`src/hw/mem_decode_pkg.sv`:
```
// Constants, target codes and window bases for the memory cycle decoder
package mem_decode_pkg;
    localparam int ADDR_W = 64;
    localparam int PORTS = 20;
    typedef enum logic [3:0] {
        TGT_NONE = 4'h0,
        TGT_FW_LPC = 4'h1,
        TGT_FW_SPI = 4'h2,
        TGT_IOAPIC = 4'h3,
        TGT_PORT_APIC = 4'h4,
        TGT_TIMER = 4'h5,
        TGT_TPM_LPC = 4'h6,
        TGT_TPM_SPI = 4'h7,
        TGT_MGMT = 4'h8,
        TGT_USB3 = 4'h9,
        TGT_UPLINK = 4'hA,
        TGT_LAN = 4'hB,
        TGT_PEER = 4'hC
    } target_e;
    typedef enum logic [1:0] {
        ST_IDLE = 2'b00,
        ST_DONE = 2'b01
    } state_e;
    localparam logic [31:0] LEGACY_E_BASE = 32'h000E0000;
    localparam logic [31:0] LEGACY_F_BASE = 32'h000F0000;
    localparam int LEGACY_E_BIT = 6;
    localparam int LEGACY_F_BIT = 7;
    localparam int SEG64K_SHIFT = 16;
    localparam logic [31:0] IOAPIC_BASE = 32'hFEC00000;
    localparam logic [31:0] IOAPIC_LAST = 32'h00000040;
    localparam int SEL_SHIFT = 12;
    localparam logic [31:0] PORT_LO_BASE = 32'hFEC10000;
    localparam logic [31:0] PORT_HI_BASE = 32'hFEC70000;
    localparam int PORT_SHIFT = 15;
    localparam int LO_PORTS = 10;
    localparam int HI_FIRST = 12;
    localparam logic [31:0] FW512_HI_BASE = 32'hFFC00000;
    localparam logic [31:0] FW512_LO_BASE = 32'hFF800000;
    localparam int FW512_SHIFT = 19;
    localparam int FW512_BIT0 = 8;
    localparam int FW512_N = 7;
    localparam logic [31:0] FW_TOP_HI = 32'hFFF80000;
    localparam logic [31:0] FW_TOP_LO = 32'hFFB80000;
    localparam logic [31:0] FW1M_HI_BASE = 32'hFF400000;
    localparam logic [31:0] FW1M_LO_BASE = 32'hFF000000;
    localparam int FW1M_SHIFT = 20;
    localparam int FW1M_N = 4;
    localparam logic [31:0] TIMER_BASE = 32'hFED00000;
    localparam int TIMER_SHIFT = 10;
    localparam logic [31:0] TPM_BASE = 32'hFED40000;
    localparam logic [31:0] MGMT_BASE = 32'hFED50000;
    localparam int USB_SHIFT = 16;
    localparam int SWAP_BIT = 16;
    localparam logic [31:0] TOP_SWAP_BASE = 32'hFFFE0000;
    localparam int TOP_SWAP_SHIFT = 17;
endpackage

```
`src/hw/port_apic_match.sv`:
```
// Per-root-port APIC window match, one generate entry per port
`timescale 1ns/1ps
module port_apic_match
    import mem_decode_pkg::*;
(
    input wire logic [31:0] addr,
    input wire logic [mem_decode_pkg::PORTS-1:0] port_apic_enable,
    output logic hit
);
    import mem_decode_pkg::*;
    logic [PORTS-1:0] hits;
    for (genvar p = 0; p < PORTS; p++)
    begin : g_port
        if (p < LO_PORTS)
        begin : g_lo
            assign hits[p] = port_apic_enable[p] && (addr[31:PORT_SHIFT] ==
                (PORT_LO_BASE[31:PORT_SHIFT] + 17'(p)));
        end
        else if (p >= HI_FIRST)
        begin : g_hi
            assign hits[p] = port_apic_enable[p] && (addr[31:PORT_SHIFT] ==
                (PORT_HI_BASE[31:PORT_SHIFT] + 17'(p - HI_FIRST)));
        end
        else
        begin : g_none
            // Ports 10 and 11 own no window
            assign hits[p] = 1'b0;
        end
    end
    assign hit = |hits;
endmodule // port_apic_match

```
`src/hw/memory_cycle_decoder.sv`:
```
// Memory cycle decoder: steers uplink and external master cycles to targets
// What this block does
// - Uplink cycles no internal target claims are master aborted.
// - External master cycles decode positively except in bridge forwarding windows.
// - Decoded external cycles missing the network controller go up the uplink.
// - E segment goes to firmware only while enable bit 6 is set.
// - F segment goes to firmware only while enable bit 7 is set.
// - I/O APIC claims FECXX000-FECXX040 by range select, when enabled.
// - Each root port except 10 and 11 owns a 32 KB APIC window, gated per port.
// - Enable bits 8 to 14 each open a pair of 512 KB windows.
// - Top 512 KB pair always goes to firmware; top blocks swappable.
// - Enable bits 0 to 3 each open a pair of 1 MB windows.
// - Event timer claims one of four 1 KB windows chosen by config.
// - Trusted window goes to LPC or SPI by strap; FED5 goes to management.
// - USB 3.0 controller claims a 64 KB window anywhere, when enabled.
// - Top swap inverts address bit 16 for the top two 64 KB blocks.
`timescale 1ns/1ps
module memory_cycle_decoder
    import mem_decode_pkg::*;
(
    input wire logic clk,
    input wire logic sys_rst,
    input wire logic req_valid,
    input wire logic req_from_external,
    input wire logic req_locked,
    input wire logic [mem_decode_pkg::ADDR_W-1:0] req_addr,
    input wire logic [15:0] firmware_decode_enable,
    input wire logic fw_spi_select,
    input wire logic tpm_spi_strap,
    input wire logic [7:0] apic_range_select,
    input wire logic apic_window_enable,
    input wire logic [mem_decode_pkg::PORTS-1:0] port_apic_enable,
    input wire logic [1:0] timer_window_select,
    input wire logic [47:0] usb3_base,
    input wire logic usb3_mem_enable,
    input wire logic [mem_decode_pkg::ADDR_W-1:0] lan_base,
    input wire logic [mem_decode_pkg::ADDR_W-1:0] lan_limit,
    input wire logic [mem_decode_pkg::ADDR_W-1:0] bridge_base,
    input wire logic [mem_decode_pkg::ADDR_W-1:0] bridge_limit,
    input wire logic top_swap_enable,
    output logic rsp_valid,
    output mem_decode_pkg::target_e rsp_target,
    output logic rsp_abort,
    output logic rsp_lock_error,
    output logic [mem_decode_pkg::ADDR_W-1:0] rsp_addr
);
    import mem_decode_pkg::*;

    logic [31:0] a;
    logic hi_zero;
    logic port_hit;
    logic fw_hit, fw_top, internal_hit;
    logic [FW512_N-1:0] fw512_hit;
    logic [FW1M_N-1:0] fw1m_hit;
    target_e fw_tgt;
    target_e tgt_d;
    target_e tgt_q;
    logic abort_d;
    logic [ADDR_W-1:0] addr_d;

    assign a = req_addr[31:0];
    assign hi_zero = (req_addr[ADDR_W-1:32] == 32'h0);
    assign fw_tgt = fw_spi_select ? TGT_FW_SPI : TGT_FW_LPC;

    port_apic_match u_ports (
        .addr(a),
        .port_apic_enable(port_apic_enable),
        .hit(port_hit)
    );

    for (genvar i = 0; i < FW512_N; i++)
    begin : g_fw512
        assign fw512_hit[i] = firmware_decode_enable[FW512_BIT0 + i] &&
            ((a[31:FW512_SHIFT] == (FW512_HI_BASE[31:FW512_SHIFT] + 13'(i))) ||
             (a[31:FW512_SHIFT] == (FW512_LO_BASE[31:FW512_SHIFT] + 13'(i))));
    end
    for (genvar j = 0; j < FW1M_N; j++)
    begin : g_fw1m
        assign fw1m_hit[j] = firmware_decode_enable[j] &&
            ((a[31:FW1M_SHIFT] == (FW1M_HI_BASE[31:FW1M_SHIFT] + 12'(j))) ||
             (a[31:FW1M_SHIFT] == (FW1M_LO_BASE[31:FW1M_SHIFT] + 12'(j))));
    end

    assign fw_top = (a[31:FW512_SHIFT] == FW_TOP_HI[31:FW512_SHIFT]) ||
        (a[31:FW512_SHIFT] == FW_TOP_LO[31:FW512_SHIFT]);
    assign fw_hit = hi_zero && (fw_top || (|fw512_hit) || (|fw1m_hit) ||
        (firmware_decode_enable[LEGACY_E_BIT] &&
         a[31:SEG64K_SHIFT] == LEGACY_E_BASE[31:SEG64K_SHIFT]) ||
        (firmware_decode_enable[LEGACY_F_BIT] &&
         a[31:SEG64K_SHIFT] == LEGACY_F_BASE[31:SEG64K_SHIFT]));

    // Target selection; disabled windows fall through to unclaimed
    always_comb
    begin
        tgt_d = TGT_NONE;
        if (hi_zero && apic_window_enable &&
            a[31:20] == IOAPIC_BASE[31:20] &&
            a[19:SEL_SHIFT] == apic_range_select &&
            a[SEL_SHIFT-1:0] <= IOAPIC_LAST[SEL_SHIFT-1:0])
            tgt_d = TGT_IOAPIC;
        else if (hi_zero && port_hit)
            tgt_d = TGT_PORT_APIC;
        else if (fw_hit)
            tgt_d = fw_tgt;
        else if (hi_zero && a[31:TIMER_SHIFT] ==
                 (TIMER_BASE[31:TIMER_SHIFT] | {20'h0, timer_window_select, 2'h0}))
            tgt_d = TGT_TIMER;
        else if (hi_zero && a[31:PORT_SHIFT] == TPM_BASE[31:PORT_SHIFT])
            tgt_d = tpm_spi_strap ? TGT_TPM_SPI : TGT_TPM_LPC;
        else if (hi_zero && a[31:SEG64K_SHIFT] == MGMT_BASE[31:SEG64K_SHIFT])
            tgt_d = TGT_MGMT;
        else if (usb3_mem_enable && req_addr[ADDR_W-1:USB_SHIFT] == usb3_base)
            tgt_d = TGT_USB3;
    end

    assign internal_hit = (tgt_d != TGT_NONE);

    // External cycles: peer window reserved, LAN claimed, rest up the uplink
    always_comb
    begin
        abort_d = 1'b0;
        if (req_from_external)
        begin
            if (req_addr >= bridge_base && req_addr <= bridge_limit)
                abort_d = 1'b1;
        end
        else
            abort_d = !internal_hit;
    end

    // Swapped address only leaves the block for the top two 64 KB blocks
    always_comb
    begin
        addr_d = req_addr;
        if (top_swap_enable && hi_zero &&
            a[31:TOP_SWAP_SHIFT] == TOP_SWAP_BASE[31:TOP_SWAP_SHIFT])
            addr_d[SWAP_BIT] = ~req_addr[SWAP_BIT];
    end

    // Answer strobe straight from a flop; nothing stalls, so it simply trails the request
    always_ff @(posedge clk or posedge sys_rst)
    begin
        if (sys_rst)
            rsp_valid <= 1'b0;
        else
            rsp_valid <= req_valid;
    end

    always_ff @(posedge clk or posedge sys_rst)
    begin
        if (sys_rst)
            tgt_q <= TGT_NONE;
        else if (req_valid)
        begin
            if (!req_from_external)
                tgt_q <= tgt_d;
            else if (abort_d)
                tgt_q <= TGT_PEER;
            else if (req_addr >= lan_base && req_addr <= lan_limit)
                tgt_q <= TGT_LAN;
            else
                tgt_q <= TGT_UPLINK;
        end
    end

    always_ff @(posedge clk or posedge sys_rst)
    begin
        if (sys_rst)
        begin
            rsp_abort <= 1'b0;
            rsp_addr <= '0;
            rsp_lock_error <= 1'b0;
        end
        else if (req_valid)
        begin
            rsp_abort <= abort_d;
            rsp_addr <= addr_d;
            // Locks on cycles an internal target decodes are illegal; flag rather than honour them
            rsp_lock_error <= req_locked && internal_hit;
        end
    end

    assign rsp_target = tgt_q;

    uplink_abort_a: assert property (@(posedge clk) disable iff (sys_rst)
        req_valid && !req_from_external && !internal_hit |=> rsp_abort)
        else $error("unclaimed uplink cycle not aborted");
    peer_window_a: assert property (@(posedge clk) disable iff (sys_rst)
        req_valid && req_from_external && req_addr >= bridge_base &&
        req_addr <= bridge_limit |=> rsp_abort && rsp_target == TGT_PEER)
        else $error("peer window cycle claimed");
    forward_up_a: assert property (@(posedge clk) disable iff (sys_rst)
        req_valid && req_from_external && !abort_d &&
        !(req_addr >= lan_base && req_addr <= lan_limit) |=> rsp_target == TGT_UPLINK)
        else $error("external cycle not forwarded upstream");
    legacy_gate_a: assert property (@(posedge clk) disable iff (sys_rst)
        req_valid && !req_from_external && req_addr[ADDR_W-1:SEG64K_SHIFT] ==
        48'h0000_0000_000E && !firmware_decode_enable[LEGACY_E_BIT] |=> rsp_abort)
        else $error("E segment claimed while disabled");
    fseg_gate_a: assert property (@(posedge clk) disable iff (sys_rst)
        req_valid && !req_from_external && req_addr[ADDR_W-1:SEG64K_SHIFT] ==
        48'h0000_0000_000F |=> rsp_abort == !$past(firmware_decode_enable[LEGACY_F_BIT]))
        else $error("F segment decode mismatch");
    top_fw_a: assert property (@(posedge clk) disable iff (sys_rst)
        req_valid && !req_from_external && req_addr[ADDR_W-1:FW512_SHIFT] ==
        45'h0000_0000_1FFF |=> rsp_target == TGT_FW_LPC || rsp_target == TGT_FW_SPI)
        else $error("top firmware window not claimed");
    mgmt_route_a: assert property (@(posedge clk) disable iff (sys_rst)
        req_valid && !req_from_external && req_addr[ADDR_W-1:SEG64K_SHIFT] ==
        48'h0000_0000_FED5 |=> rsp_target == TGT_MGMT && !rsp_abort)
        else $error("management window misrouted");
    swap_bit_a: assert property (@(posedge clk) disable iff (sys_rst)
        req_valid && !top_swap_enable |=> rsp_addr == $past(req_addr))
        else $error("address altered with swap disabled");
    // Flag only, never abort: the lock is the requester's fault, the cycle still lands
    lock_flag_a: assert property (@(posedge clk) disable iff (sys_rst)
        req_valid && !req_from_external |=>
        rsp_lock_error == ($past(req_locked) && rsp_target != TGT_NONE))
        else $error("locked uplink cycle flag mismatch");
    rsp_timing_a: assert property (@(posedge clk) disable iff (sys_rst)
        req_valid |=> rsp_valid ##1 (rsp_valid == $past(req_valid)))
        else $error("answer not one cycle after request");

    ioapic_c: cover property (@(posedge clk) rsp_valid && rsp_target == TGT_IOAPIC);
    port_c: cover property (@(posedge clk) rsp_valid && rsp_target == TGT_PORT_APIC);
    uplink_c: cover property (@(posedge clk) rsp_valid && rsp_target == TGT_UPLINK);
    swap_c: cover property (@(posedge clk) req_valid && top_swap_enable && addr_d != req_addr);
    lock_c: cover property (@(posedge clk) rsp_valid && rsp_lock_error);
endmodule // memory_cycle_decoder

```
`config.mk`:
```
export PLATFORM = sky130hd
export DESIGN_NAME = memory_cycle_decoder
export DESIGN_NICKNAME = d
export VERILOG_FILES = /design/src/hw/mem_decode_pkg.sv /design/src/hw/port_apic_match.sv /design/src/hw/memory_cycle_decoder.sv
export SDC_FILE = /design/constraint.sdc
export NUM_CORES = 1
export LEC_CHECK = 0
export BUFFER_PORTS_ARGS = -buffer_cell sky130_fd_sc_hd__buf_2
export CAP_MARGIN = 20
export CORE_AREA = 2 2 193 195
export CTS_CLUSTER_SIZE = 12
export DETAILED_ROUTE_END_ITERATION = 16
export DIE_AREA = 0 0 195 197
export PLACE_DENSITY = 0.66
export REMOVE_ABC_BUFFERS = 1
export SETUP_SLACK_MARGIN = 0.2
export SLEW_MARGIN = 20
export SYNTH_ARGS = -nofsm -noshare
export SYNTH_HDL_FRONTEND = slang
export SYNTH_HIERARCHICAL = 1
export SYNTH_SLANG_ARGS = --single-unit
```
`constraint.sdc`:
```
create_clock -name clk -period 2.4 [get_ports clk]
set_input_delay 0.48 -clock clk [delete_from_list [all_inputs] [get_ports clk]]
set_output_delay 0.48 -clock clk [all_outputs]
set_load 0.03 [all_outputs]
```
Word-level counts from Yosys, hierarchy flattened
Index checks and enable logic that the tools add are counted.

storage, ports and cells
  bits in registers = 71
  logic and storage cells = 145
  output and inout port bits = 71
  bits of input ports = 424

cells by class
  multiplexer cells = 15
  order comparisons = 5
  eq/ne operators = 51
  reductions and logical operators = 68
  bitwise operators = 1

operator list
  cell                  number
  $eq 17x17->1 const B  19
  $eq 13x13->1 const B  16
  $ge 64x64->1          2
  $le 64x64->1          2
  $eq 12x12->1 const B  9
  $eq 48x48->1          1
  $logic_and 1x1->1     46
  $eq 16x4->1 const B   2
  $logic_not 32->1      1
  $mux 4                8
  $eq 22x22->1          1
  $reduce_or 18->1      1
  $eq 16x16->1 const B  1
  $logic_or 1x1->1      16
  $eq 15x15->1 const B  1
  $le 12x7->1 const B   1
  $eq 8x8->1            1
  $reduce_or 7->1       1
  $mux 1                5
  $reduce_bool 4->1     1
  $reduce_or 4->1       1
  $mux 3                1
  $mux 2                1
  $logic_not 1->1       1
  $not 1->1             1

Depth between registers and ports, before layout
Gate-level depths: netlist of the first run.

  depth after elaboration = 17
  depth in mapped cells = 10
  gate-level depth less buffers = 10

Hierarchy
Netlist of the first run, hierarchy kept.

by module, submodules not included
  module                cells an instance  area each (µm²)  sequential area each (µm²)  instances
  memory_cycle_decoder  1232               10161.0          1776.7                      1
  port_apic_match       30                 241.5            0.0                         1

Worst setup path before layout of the first run
OpenSTA, ideal clock, no wires.

  path kind = in2reg
  start point = input port bridge_limit[26] (netlist name)
  end point = register tgt_q[0], in the netlist rsp_target[0]
  arrival time = 2754 ps
  buffers on the path = 0
  cell stages on the path = 10
  data required time = 2276 ps
  slack = -478 ps
  setup time = 124 ps
  path through = inv_1 > ha_1 > nand3_1 > or2_1 > or4_4 > nor4_2 > nand3b_1 > o21ba_1 > or4_4 > a211o_1

between the ends
  longest elaborated chain between the ends = 6

ends and longest elaborated chain
  item                    line                         RTL
  start: declaration      memory_cycle_decoder.sv:39   input wire logic [mem_decode_pkg::ADDR_W-1:0] bridge_limit,
  $le 64x64->1            memory_cycle_decoder.sv:124  if (req_addr >= bridge_base && req_addr <= bridge_limit)
  $logic_and 1x1->1       memory_cycle_decoder.sv:124
  $mux 1                  memory_cycle_decoder.sv:124
  $mux 1                  memory_cycle_decoder.sv:122  if (req_from_external)
  $mux 3                  memory_cycle_decoder.sv:157  else if (abort_d)
  $mux 4                  memory_cycle_decoder.sv:155  if (!req_from_external)
  end signal: assignment  memory_cycle_decoder.sv:156  tgt_q <= tgt_d;
  end: declaration        memory_cycle_decoder.sv:57   target_e tgt_q;

No other way between the ends.
A chain may end at the register's enable or synchronous reset.

Worst setup path after layout of the first run
  start point = input port bridge_limit[11] (netlist name)
  end point = register tgt_q[0], in the netlist rsp_target[0]

Same word-level chain as after synthesis.

==> flow_summary.ini, run 1 <==
[outcome]
status = finished, violations left
violations = setup timing

[grt]
grt.overflow.total = 0
grtUsageTotal_pct = 25.29
grt_pass1_wl_um = 72520
grt_max_degree = 79
antenna_found_initial = 4
grt_pass1_vias = 12490

[route]
wl_per_cell_um = 20.77
drc_errors = 0
drt.antenna.violating_nets = 0
routed_wl_um = 50470
drt_iter0_drc = 451
firstDrtPassIters = 5
num_vias = 12140
vias_per_cell = 4.997

[timing]
finClkSkew_ps = 0
setup_ws_ps = -303.0
worst_slew_pin_slew_ps = 839.4
maxClockFrequency_ghz = 0.3700
finalHoldViolations = 0
layout_min_cycle_time_ps = 2703
fin_crit_sh_pct = 112.6
timing.slew.headroom_pct = 44.04
rsz0062_at_grt = true
holdWs_ps = 205.4
maxSlewViolCount = 0
setup_viol = 4

[floorplan]
die_w_um = 195
initial_utilization_pct = 28.69
num_rows = 70
coreArea_um2 = 36260
die_area_um2 = 38420
ios = 495
die_h_um = 197

[placement]
dpl.hpwl_um = 42840
placedInstanceArea_um2 = 14810
place.gp.congestion = 0.9446
place.port_buffers = 489

[logic_synthesis]
synth_cells = 1262
yosysWarningCount = 6
synthSimpleGateAreaFrac_pct = 15.36
synth_area_um2 = 10400
ys_async_sr_fraction_pct = 100.0
synthMuxAreaShare_pct = 8.359
synth_top_area_share_pct = 30.79
yosys-top-cells-count = inv_1 (264), ha_1 (256), a21oi_1 (88), dfrtp_1 (71), mux2_2 (65)
synthAdderAreaFrac_pct = 30.79
synth_xor_area_share_pct = 4.883
ys_ff_latch = 71
synth_edf_count = 0
netlist-cell-type-count = 67
synth-seq-area-share_pct = 17.08
yosysTopAreaCell = ha_1
synth_top_family_by_area = adder cells
ys_top_cells_by_area = ha_1 (31%), dfrtp_1 (17%), inv_1 (9.5%)
ys.flop_type = dfrtp_1
synth_compound_area_share_pct = 13.30
yosysMostFrequentCell = inv_1
syn_area_per_cell_um2 = 8.243

[critical_path]
critical_path_required_ps = 2670
critPathKind = input pin to flop
endpoint_kind = flop
rr_worst_depth = 3
critical_path_arrival_ps = 2970
cp_max_fo = 4
r2r_slack_ps = 1560
crit_path_start_kind = input pin

[clock_network]
cts_tree = yes
insertion_delay_ps = 380
clkSinkCount = 71
clockBufferDepth = 2
clk_pin_slew_ps = 70
cts_buffers = 9
ctsHoldBuffers = 0
cts_root_buffer = clkbuf_16
htreeDepth = 3

[layout]
syn_to_final_growth_pct = 54.84
ff_latch_area_um2 = 1777
multiInputGateArea_um2 = 8224
layout.nets = 2634
fillers = 3666
drive_gt1_share_pct = 43.95
design_area_um2 = 16110

[pwr]
power.density_nw_per_um2 = 349.9
p_leak_nw = 8.828
peakVddDrop_uv = 358.8

[worst_hold_path]
hold_class = input pin to asynchronous set/reset pin

[flow_run]
maxCapViolCount = 0
## cell usage in the layout, fill, tap and decap left out, types with 7 or more instances in the layout
cell type / Yosys / final
buf_6: 1 / 24
nor4_4: 0 / 7
ha_1: 256 / 239
xnor2_1: 58 / 56
nor2_1: 50 / 49
buf_8: 0 / 8
a21oi_1: 88 / 87
nand2_1: 62 / 58
mux2_2: 65 / 65
clkbuf_16: 0 / 9
nor4_1: 27 / 10
dfrtp_1: 71 / 71
ha_4: 0 / 17
o21ai_0: 45 / 39
nand4_1: 63 / 63
nand3_1: 39 / 39
buf_2: 1 / 479
a31oi_1: 8 / 7
nor3_1: 15 / 12
a211oi_1: 12 / 8
buf_4: 1 / 182
a21o_1: 13 / 13
nor4_2: 1 / 11
inv_1: 264 / 261
## where the power goes
group / internal, mW / switching, mW / total, mW
registers: 1.31 / 0.0589 / 1.37
logic: 1.28 / 1.52 / 2.80
clock network: 0.807 / 0.661 / 1.47
## timing repair
item | in CTS | in global routing
pin swaps | 29 | 36
buffers inserted | 7 | 14
endpoints found under the hold margin | 0 | 0
resized for setup | 78 | 67
setup endpoints to repair | 7 | 7
## final timing paths
check                                     startpoint                    endpoint
hold / removal                               sys_rst         rsp_valid$_DFF_PP0_
setup / recovery                    bridge_limit[11]   rsp_target[0]$_DFFE_PP0P_
max in group asynchronous                    sys_rst    rsp_addr[21]$_DFFE_PP0P_
setup reg to reg           rsp_target[0]$_DFFE_PP0P_   rsp_target[0]$_DFFE_PP0P_
min in group clk                          req_locked  rsp_lock_error$_DFFE_PP0P_
hold reg to reg             rsp_addr[50]$_DFFE_PP0P_    rsp_addr[50]$_DFFE_PP0P_
## layer usage
metal  up-vias  share of wire [%]  track usage, %
met5         -              0.026               0
met4         2                4.0           10.40
met3        99                5.6           4.500
li1       5873                  -               -
met2       468                 49           44.72
met1      5701                 42           30.23
## cell families after synthesis
logic type	count (synthesis)
fa+ha+maj	256
buf+inv	280
mux	75
compound gates	223
xor+xnor	58
simple gates	299
flops	71
## layout make-up
type | instances | share of cell area (%)
tap | 468 | 3.636
multi-input combinational | 911 | 51.06
antenna | 3 | 0.04661
clock buffer | 9 | 1.398
timing repair buffer | 697 | 26.21
clock inverter | 7 | 0.4583
inverter | 264 | 6.160
sequential | 71 | 11.03
## worst max-delay path: stages
cell      delay [ps]
buf_2             80
inv_1             30
ha_1             320
nand4_1          140
or4_4            550
nor4_4           320
nand3b_1         140
o21ba_1          160
or4_4            470
a211o_1          280
## sequential cells by signal, summed over array words and instances (netlist names)
register        flops
rsp_abort           1
rsp_addr           64
rsp_lock_error      1
rsp_target          4
rsp_valid           1
## per-stage QoR
stage               TNS [ps]  util, %  cells  power, mW  setup slack (ps)
finish                -876.8    44.42   2430      5.636            -303.0
global route           -1139    44.41   2428      5.978            -359.5
CTS                   -658.4    43.10   2413      5.569            -246.8
detailed placement     -4929    40.86   2390      3.991            -953.2
global placement       -4781    40.86   2390      3.946            -906.0
floorplan              -1578        -   1246      2.630            -477.9
(Power assumes the default switching activity.)
==> inputs of run 2 (changes only) <==
- ABC_AREA: unset -> 1
- PLACE_DENSITY: 0.66 -> 0.69
- RECOVER_POWER: unset -> 50
==> run 2 against run 1 <==
  * The run ends with capacitance limit, slew limit left
  * Sequential share of layout area is 0.38 points higher
  * Cell area fell by 3.3%
  * Via count increased by 11%
==> flow_summary.ini, run 2 <==
[logic_synthesis]
ys.flop_type = dfrtp_1
ys_top_cells_by_area = ha_1 (28%), nand2_1 (17%), dfrtp_1 (16%)
ys_ff_latch = 71
synth_cells = 1803
yosys-top-cells-count = nand2_1 (496), inv_1 (411), ha_1 (256), nor2_1 (134), a21oi_1 (133)
synth-seq-area-share_pct = 15.75
ys_async_sr_fraction_pct = 100.0
syn_area_per_cell_um2 = 6.256
synth_top_area_share_pct = 28.40
synth_edf_count = 0
netlist-cell-type-count = 35
yosysWarningCount = 6
yosysTopAreaCell = ha_1
synth_area_um2 = 11280
yosysMostFrequentCell = nand2_1

[critical_path]
cpPeakStageDelay_ps = 410
rr_worst_depth = 2
cp_max_fo = 3
critPathKind = input pin to flop
r2r-end = rsp_addr[46]$_DFFE_PP0P_
reg2reg_from = rsp_addr[46]$_DFFE_PP0P_
crit_family = simple AND/OR/NAND/NOR gates
r2r_slack_ps = 1620
path_buf_inv = 2
critical_path_arrival_ps = 2380
cpMaxStageDelayCell = nor4_4
crit_path_start_kind = input pin
crit_top_cell = nand2_1
critical_path_required_ps = 2650
endpoint_kind = flop
cp_cell_sequence = buf_4 -> ha_4 -> nand2_4 -> nor2_4 -> nand4_1 -> nor4_4 -> buf_4 -> nand2_1 -> nand2_1 -> nand2_1 -> nand2_1 -> nand2_2 -> nand3_2 -> nand2_1 -> nand2_1 -> nand2_1

[grt]
grtUsageTotal_pct = 24.69
grt_max_degree = 45
grt.overflow.total = 0
antenna_found_initial = 11
grt_pass1_vias = 13280
grt_pass1_wl_um = 72280

[route]
drt_iter0_drc = 557
firstDrtPassIters = 5
vias_per_cell = 4.704
num_vias = 13440
routed_wl_um = 48930
drc_errors = 0
wl_per_cell_um = 17.12
drt.antenna.violating_nets = 0

[timing]
setup_viol = 0
fin_crit_sh_pct = 88.76
finalHoldViolations = 0
finClkSkew_ps = 0
timing.slew.headroom_pct = -20.69
maxSlewViolCount = 29
rsz0062_at_grt = true
worst_slew_pin_slew_ps = 1800
layout_min_cycle_time_ps = 2130
maxClockFrequency_ghz = 0.4694
setup_tns_ps = 0

[floorplan]
ios = 495
num_rows = 70
initial_utilization_pct = 31.11
die_area_um2 = 38420
coreArea_um2 = 36260
die_w_um = 195
die_h_um = 197

[clock_network]
htreeDepth = 3
cts_root_buffer = clkbuf_16
cts_buffers = 9
cts_tree = yes
clkSinkCount = 71
ctsHoldBuffers = 0
insertion_delay_ps = 360
clk_pin_slew_ps = 60
clockBufferDepth = 2

[layout]
syn_to_final_growth_pct = 38.04
utilization_pct = 42.94
drive_gt1_share_pct = 28.03
layout.nets = 3055
regMostFlops = rsp_addr
layout_common_cells = nand2_1 (491), buf_2 (477), inv_1 (405)
largest_reg_flops = 64
fin_cells = 2858
final_common_cell = nand2_1

[worst_hold_path]
hold_class = input pin to flop
min_path_cells = 3
hold-path-endpoint = rsp_lock_error$_DFFE_PP0P_
min_from = req_locked

[placement]
place.port_buffers = 489
dpl.hpwl_um = 41500
post-place-cells = 2826
place.gp.congestion = 0.9364

[outcome]
violations = capacitance limit, slew limit
status = finished, violations left

[pwr]
peakVddDrop_uv = 300.5
p_leak_nw = 9.820
power.density_nw_per_um2 = 343.2

[flow_run]
maxCapViolCount = 1
run 2: cell count changes after synthesis, sizes merged, moves of 12 or more:
cell	previous run	this run
nand2	62	501
mux2	65	0
nor2	50	147
a211oi	12	0
inv	264	419
nand4	63	31
xnor2	58	7
o21ai	46	109
nand3	39	61
a21oi	88	133
a21o	13	1
nor4	28	6
run 2: routing by layer:
layer	GRT usage [%]	vias up	part of all wire, %
met1	29.04	6018	41
met3	4.346	89	6.0
li1	-	6849	-
met5	0	-	0.014
met2	44.67	485	49
met4	9.386	2	3.5
run 2: through the flow:
stage                     hold slack (ps)  area, µm²  total power, mW  setup slack, ps
after floorplan                     511.4      11170            2.638           -304.1
after global placement              451.1      14920            3.722           -417.2
after detailed placement            458.8      14920            3.787           -396.7
after CTS                           131.8      15240            5.349            202.1
after global routing                335.3      15560            5.748            153.4
final                               348.9      15570            5.344            269.7
run 2: cells by family (layout without fill, tap and decap cells):
family,Yosys count,after routing,synth area share (%)
DFF,71,71,15.75
xor gates and xnor gates,10,10,0.7765
buffers and inverters,437,1014,14.91
and+or+nand+nor,774,774,28.56
other,0,10,0
AOI/OAI and AO/OA,255,255,11.60
adders and majority gates,256,256,28.40
run 2: worst max-delay path by stage:
stage | startpoint | to | slack, ps | depth (start not counted)
floorplan | req_valid | rsp_target[2]$_DFFE_PP0P_ | -300 | 4
global placement | req_addr[31] | rsp_abort$_DFFE_PP0P_ | -420 | 16
detailed placement | req_addr[29] | rsp_abort$_DFFE_PP0P_ | -400 | 16
CTS | req_addr[25] | rsp_abort$_DFFE_PP0P_ | 200 | 18
global route | bridge_limit[30] | rsp_abort$_DFFE_PP0P_ | 150 | 17
finish | req_addr[30] | rsp_abort$_DFFE_PP0P_ | 270 | 16
run 2: power breakdown:
group	switching, mW	internal [mW]	total (mW)
clock network	0.674	0.840	1.51
logic	1.49	0.979	2.47
registers	0.0606	1.30	1.36
total	2.22	3.12	5.34
run 2: tightest hold or removal path, cell delays in order:
cell and delay [ps]:
buf_2 70, nand3_1 70, nand2_1 50
run 2: final cells by class:
cell class / instances / area [µm²]
Tap cell: 468 / 585.6
Antenna cell: 10 / 25.02
Clock inverter: 6 / 67.56
Sequential cell: 71 / 1777
Fill cell: 3909 / 20690
Timing Repair Buffer: 579 / 3229
Clock buffer: 10 / 239.0
Multi-Input combinational cell: 1295 / 8068
Inverter: 419 / 1579
run 2: repair_timing:
item / CTS / global route
pin swaps: 0 / 16
buffers inserted: 0 / 6
setup endpoints to repair: 4 / 4
resized for setup: 3 / 69
cloned: 0 / 0
==> inputs of run 3 (changes only) <==
==> constraint.sdc (replaced) <==
create_clock -name clk -period 2.4 [get_ports clk]
set_input_delay 0.36 -clock clk [delete_from_list [all_inputs] [get_ports clk]]
set_output_delay 0.36 -clock clk [all_outputs]
set_load 0.03 [all_outputs]
==> run 3 against run 2 <==
  * The run still ends with capacitance limit, slew limit left
  * Critical endpoint is now rsp_target[0]$_DFFE_PP0P_
  * Sequential power hardly changed
  * Sequential cell count unchanged
  * Non-clock buffer count fell by 45
==> flow_summary.ini, run 3 (synthesized netlist as in run 2, its figures left out) <==
[outcome]
status = finished, violations left
violations = capacitance limit, slew limit

[clock_network]
clk_pin_slew_ps = 60
post_cts_buffers = 0
htreeDepth = 3
insertion_delay_ps = 360
clockBufferDepth = 2
cts_tree = yes
clkSinkCount = 71
cts_root_buffer = clkbuf_16
cts_buffers = 9

[grt]
grtUsageTotal_pct = 24.53
grt_max_degree = 55
grt_pass1_vias = 13050
grt_pass1_wl_um = 71680
grt.overflow.total = 0
antenna_found_initial = 1

[timing]
rsz0062_at_grt = false
layout_min_cycle_time_ps = 2113
fin_crit_sh_pct = 88.03
finClkSkew_ps = 0
maxSlewViolCount = 105
worst_slew_pin_slew_ps = 1600
maxClockFrequency_ghz = 0.4733
timing.slew.headroom_pct = -7.284
setup_tns_ps = 0
finalHoldViolations = 0
setup_viol = 0

[placement]
place.gp.congestion = 0.9580
place.port_buffers = 489
post-place-cells = 2787
dpl.hpwl_um = 41430

[worst_hold_path]
hold_class = input pin to flop

[layout]
regMostFlops = rsp_addr
utilization_pct = 41.32
drive_gt1_share_pct = 25.61
layout_common_cells = nand2_1 (493), buf_2 (486), inv_1 (410)
final_common_cell = nand2_1
largest_reg_flops = 64
fin_cells = 2807
layout.nets = 3010
syn_to_final_growth_pct = 32.82
fillers = 3917

[route]
drt_iter0_drc = 558
drt.antenna.violating_nets = 0
num_vias = 13320
routed_wl_um = 48290
wl_per_cell_um = 17.20
vias_per_cell = 4.746
drc_errors = 0
firstDrtPassIters = 4

[critical_path]
cp_max_fo = 4
endpoint_kind = flop
critical_path_required_ps = 2700
crit_top_cell = nand2_1
critPathKind = input pin to flop
cp_cell_sequence = buf_2 -> buf_4 -> ha_1 -> nand2_1 -> inv_1 -> o21ai_0 -> nand2_1 -> a21oi_1 -> nand2_1 -> nor2_1 -> nand2_1 -> nand2_1 -> nand2_1 -> nor2_1 -> nand2_1 -> nand3_1
critical_path_arrival_ps = 2410
crit_path_start_kind = input pin
cpMaxStageDelayCell = nor2_1
cpPeakStageDelay_ps = 340

[floorplan]
num_rows = 70
die_h_um = 197
die_area_um2 = 38420
ios = 495
initial_utilization_pct = 31.11
coreArea_um2 = 36260
die_w_um = 195

[pwr]
peakVddDrop_uv = 347.6
power.density_nw_per_um2 = 349.7
p_leak_nw = 9.563

[flow_run]
maxCapViolCount = 3
run 3: cell count changes in the layout (fill, tap and decap cells not counted), sizes merged:
cell,before,now
buf,570,531
clkbuf,19,12
clkinv,2,5
clkinvlp,3,2
diode,10,4
inv,419,418
run 3: timing repair:
| action | in CTS | in global routing |
|---|---|---|
| hold buffers | 0 | 0 |
| gates resized for setup | 1 | 24 |
| endpoints found under the setup margin | 4 | 4 |
| pin swaps | 0 | 3 |
run 3: metrics by stage:
stage / hold slack (ps) / total power [mW] / setup WS, ps / area [µm²]
final: 237.5 / 5.239 / 287.3 / 14980
after global routing: 231.8 / 5.640 / 126.0 / 14970
after CTS: 4.120 / 5.288 / 243.3 / 14890
after detailed placement: 421.7 / 3.744 / -375.9 / 14590
after global placement: 417.4 / 3.685 / -370.4 / 14590
after floorplan: 391.4 / 2.638 / -184.1 / 11170
run 3: layout make-up:
cell class | count | area [µm²] | area share [%]
Antenna cell | 4 | 10.01 | 0.06681
Clock buffer | 9 | 225.2 | 1.503
Clock inverter | 7 | 73.82 | 0.4927
Inverter | 419 | 1577 | 10.52
Multi-Input combinational cell | 1295 | 7916 | 52.84
Sequential cell | 71 | 1777 | 11.86
Tap cell | 468 | 585.6 | 3.908
Timing Repair Buffer | 534 | 2818 | 18.81
run 3: worst paths after layout:
kind	depth (start not counted)	slack, ps	to	from
max	16	290	rsp_target[0]$_DFFE_PP0P_	req_addr[59]
min	3	240	rsp_lock_error$_DFFE_PP0P_	req_locked
max reg2reg	2	1530	rsp_target[2]$_DFFE_PP0P_	rsp_target[2]$_DFFE_PP0P_
min reg2reg	2	470	rsp_addr[5]$_DFFE_PP0P_	rsp_addr[5]$_DFFE_PP0P_
max in group asynchronous	3	520	rsp_addr[4]$_DFFE_PP0P_	sys_rst
min in group asynchronous	2	340	rsp_addr[63]$_DFFE_PP0P_	sys_rst
run 3: layer usage:
layer  wire [µm]  GRT usage (%)  share of wire [%]
met1       20060          28.78                 42
met2       23940          45.32                 50
met3        3217          4.689                6.7
met4        1075          6.870                2.2
met5           0              0                  0
run 3: worst max-delay path, delay by kind of cell:
kind / cells / cell delay [ps]
AOI/OAI and AO/OA: 2 / 280
buffers and inverters: 3 / 340
and+or+nand+nor: 10 / 1100
adders and majority gates: 1 / 320
run 3: power by group:
part           switching [mW]  internal (mW)
logic                    1.47          0.913
clock network           0.687          0.810
registers              0.0587           1.30
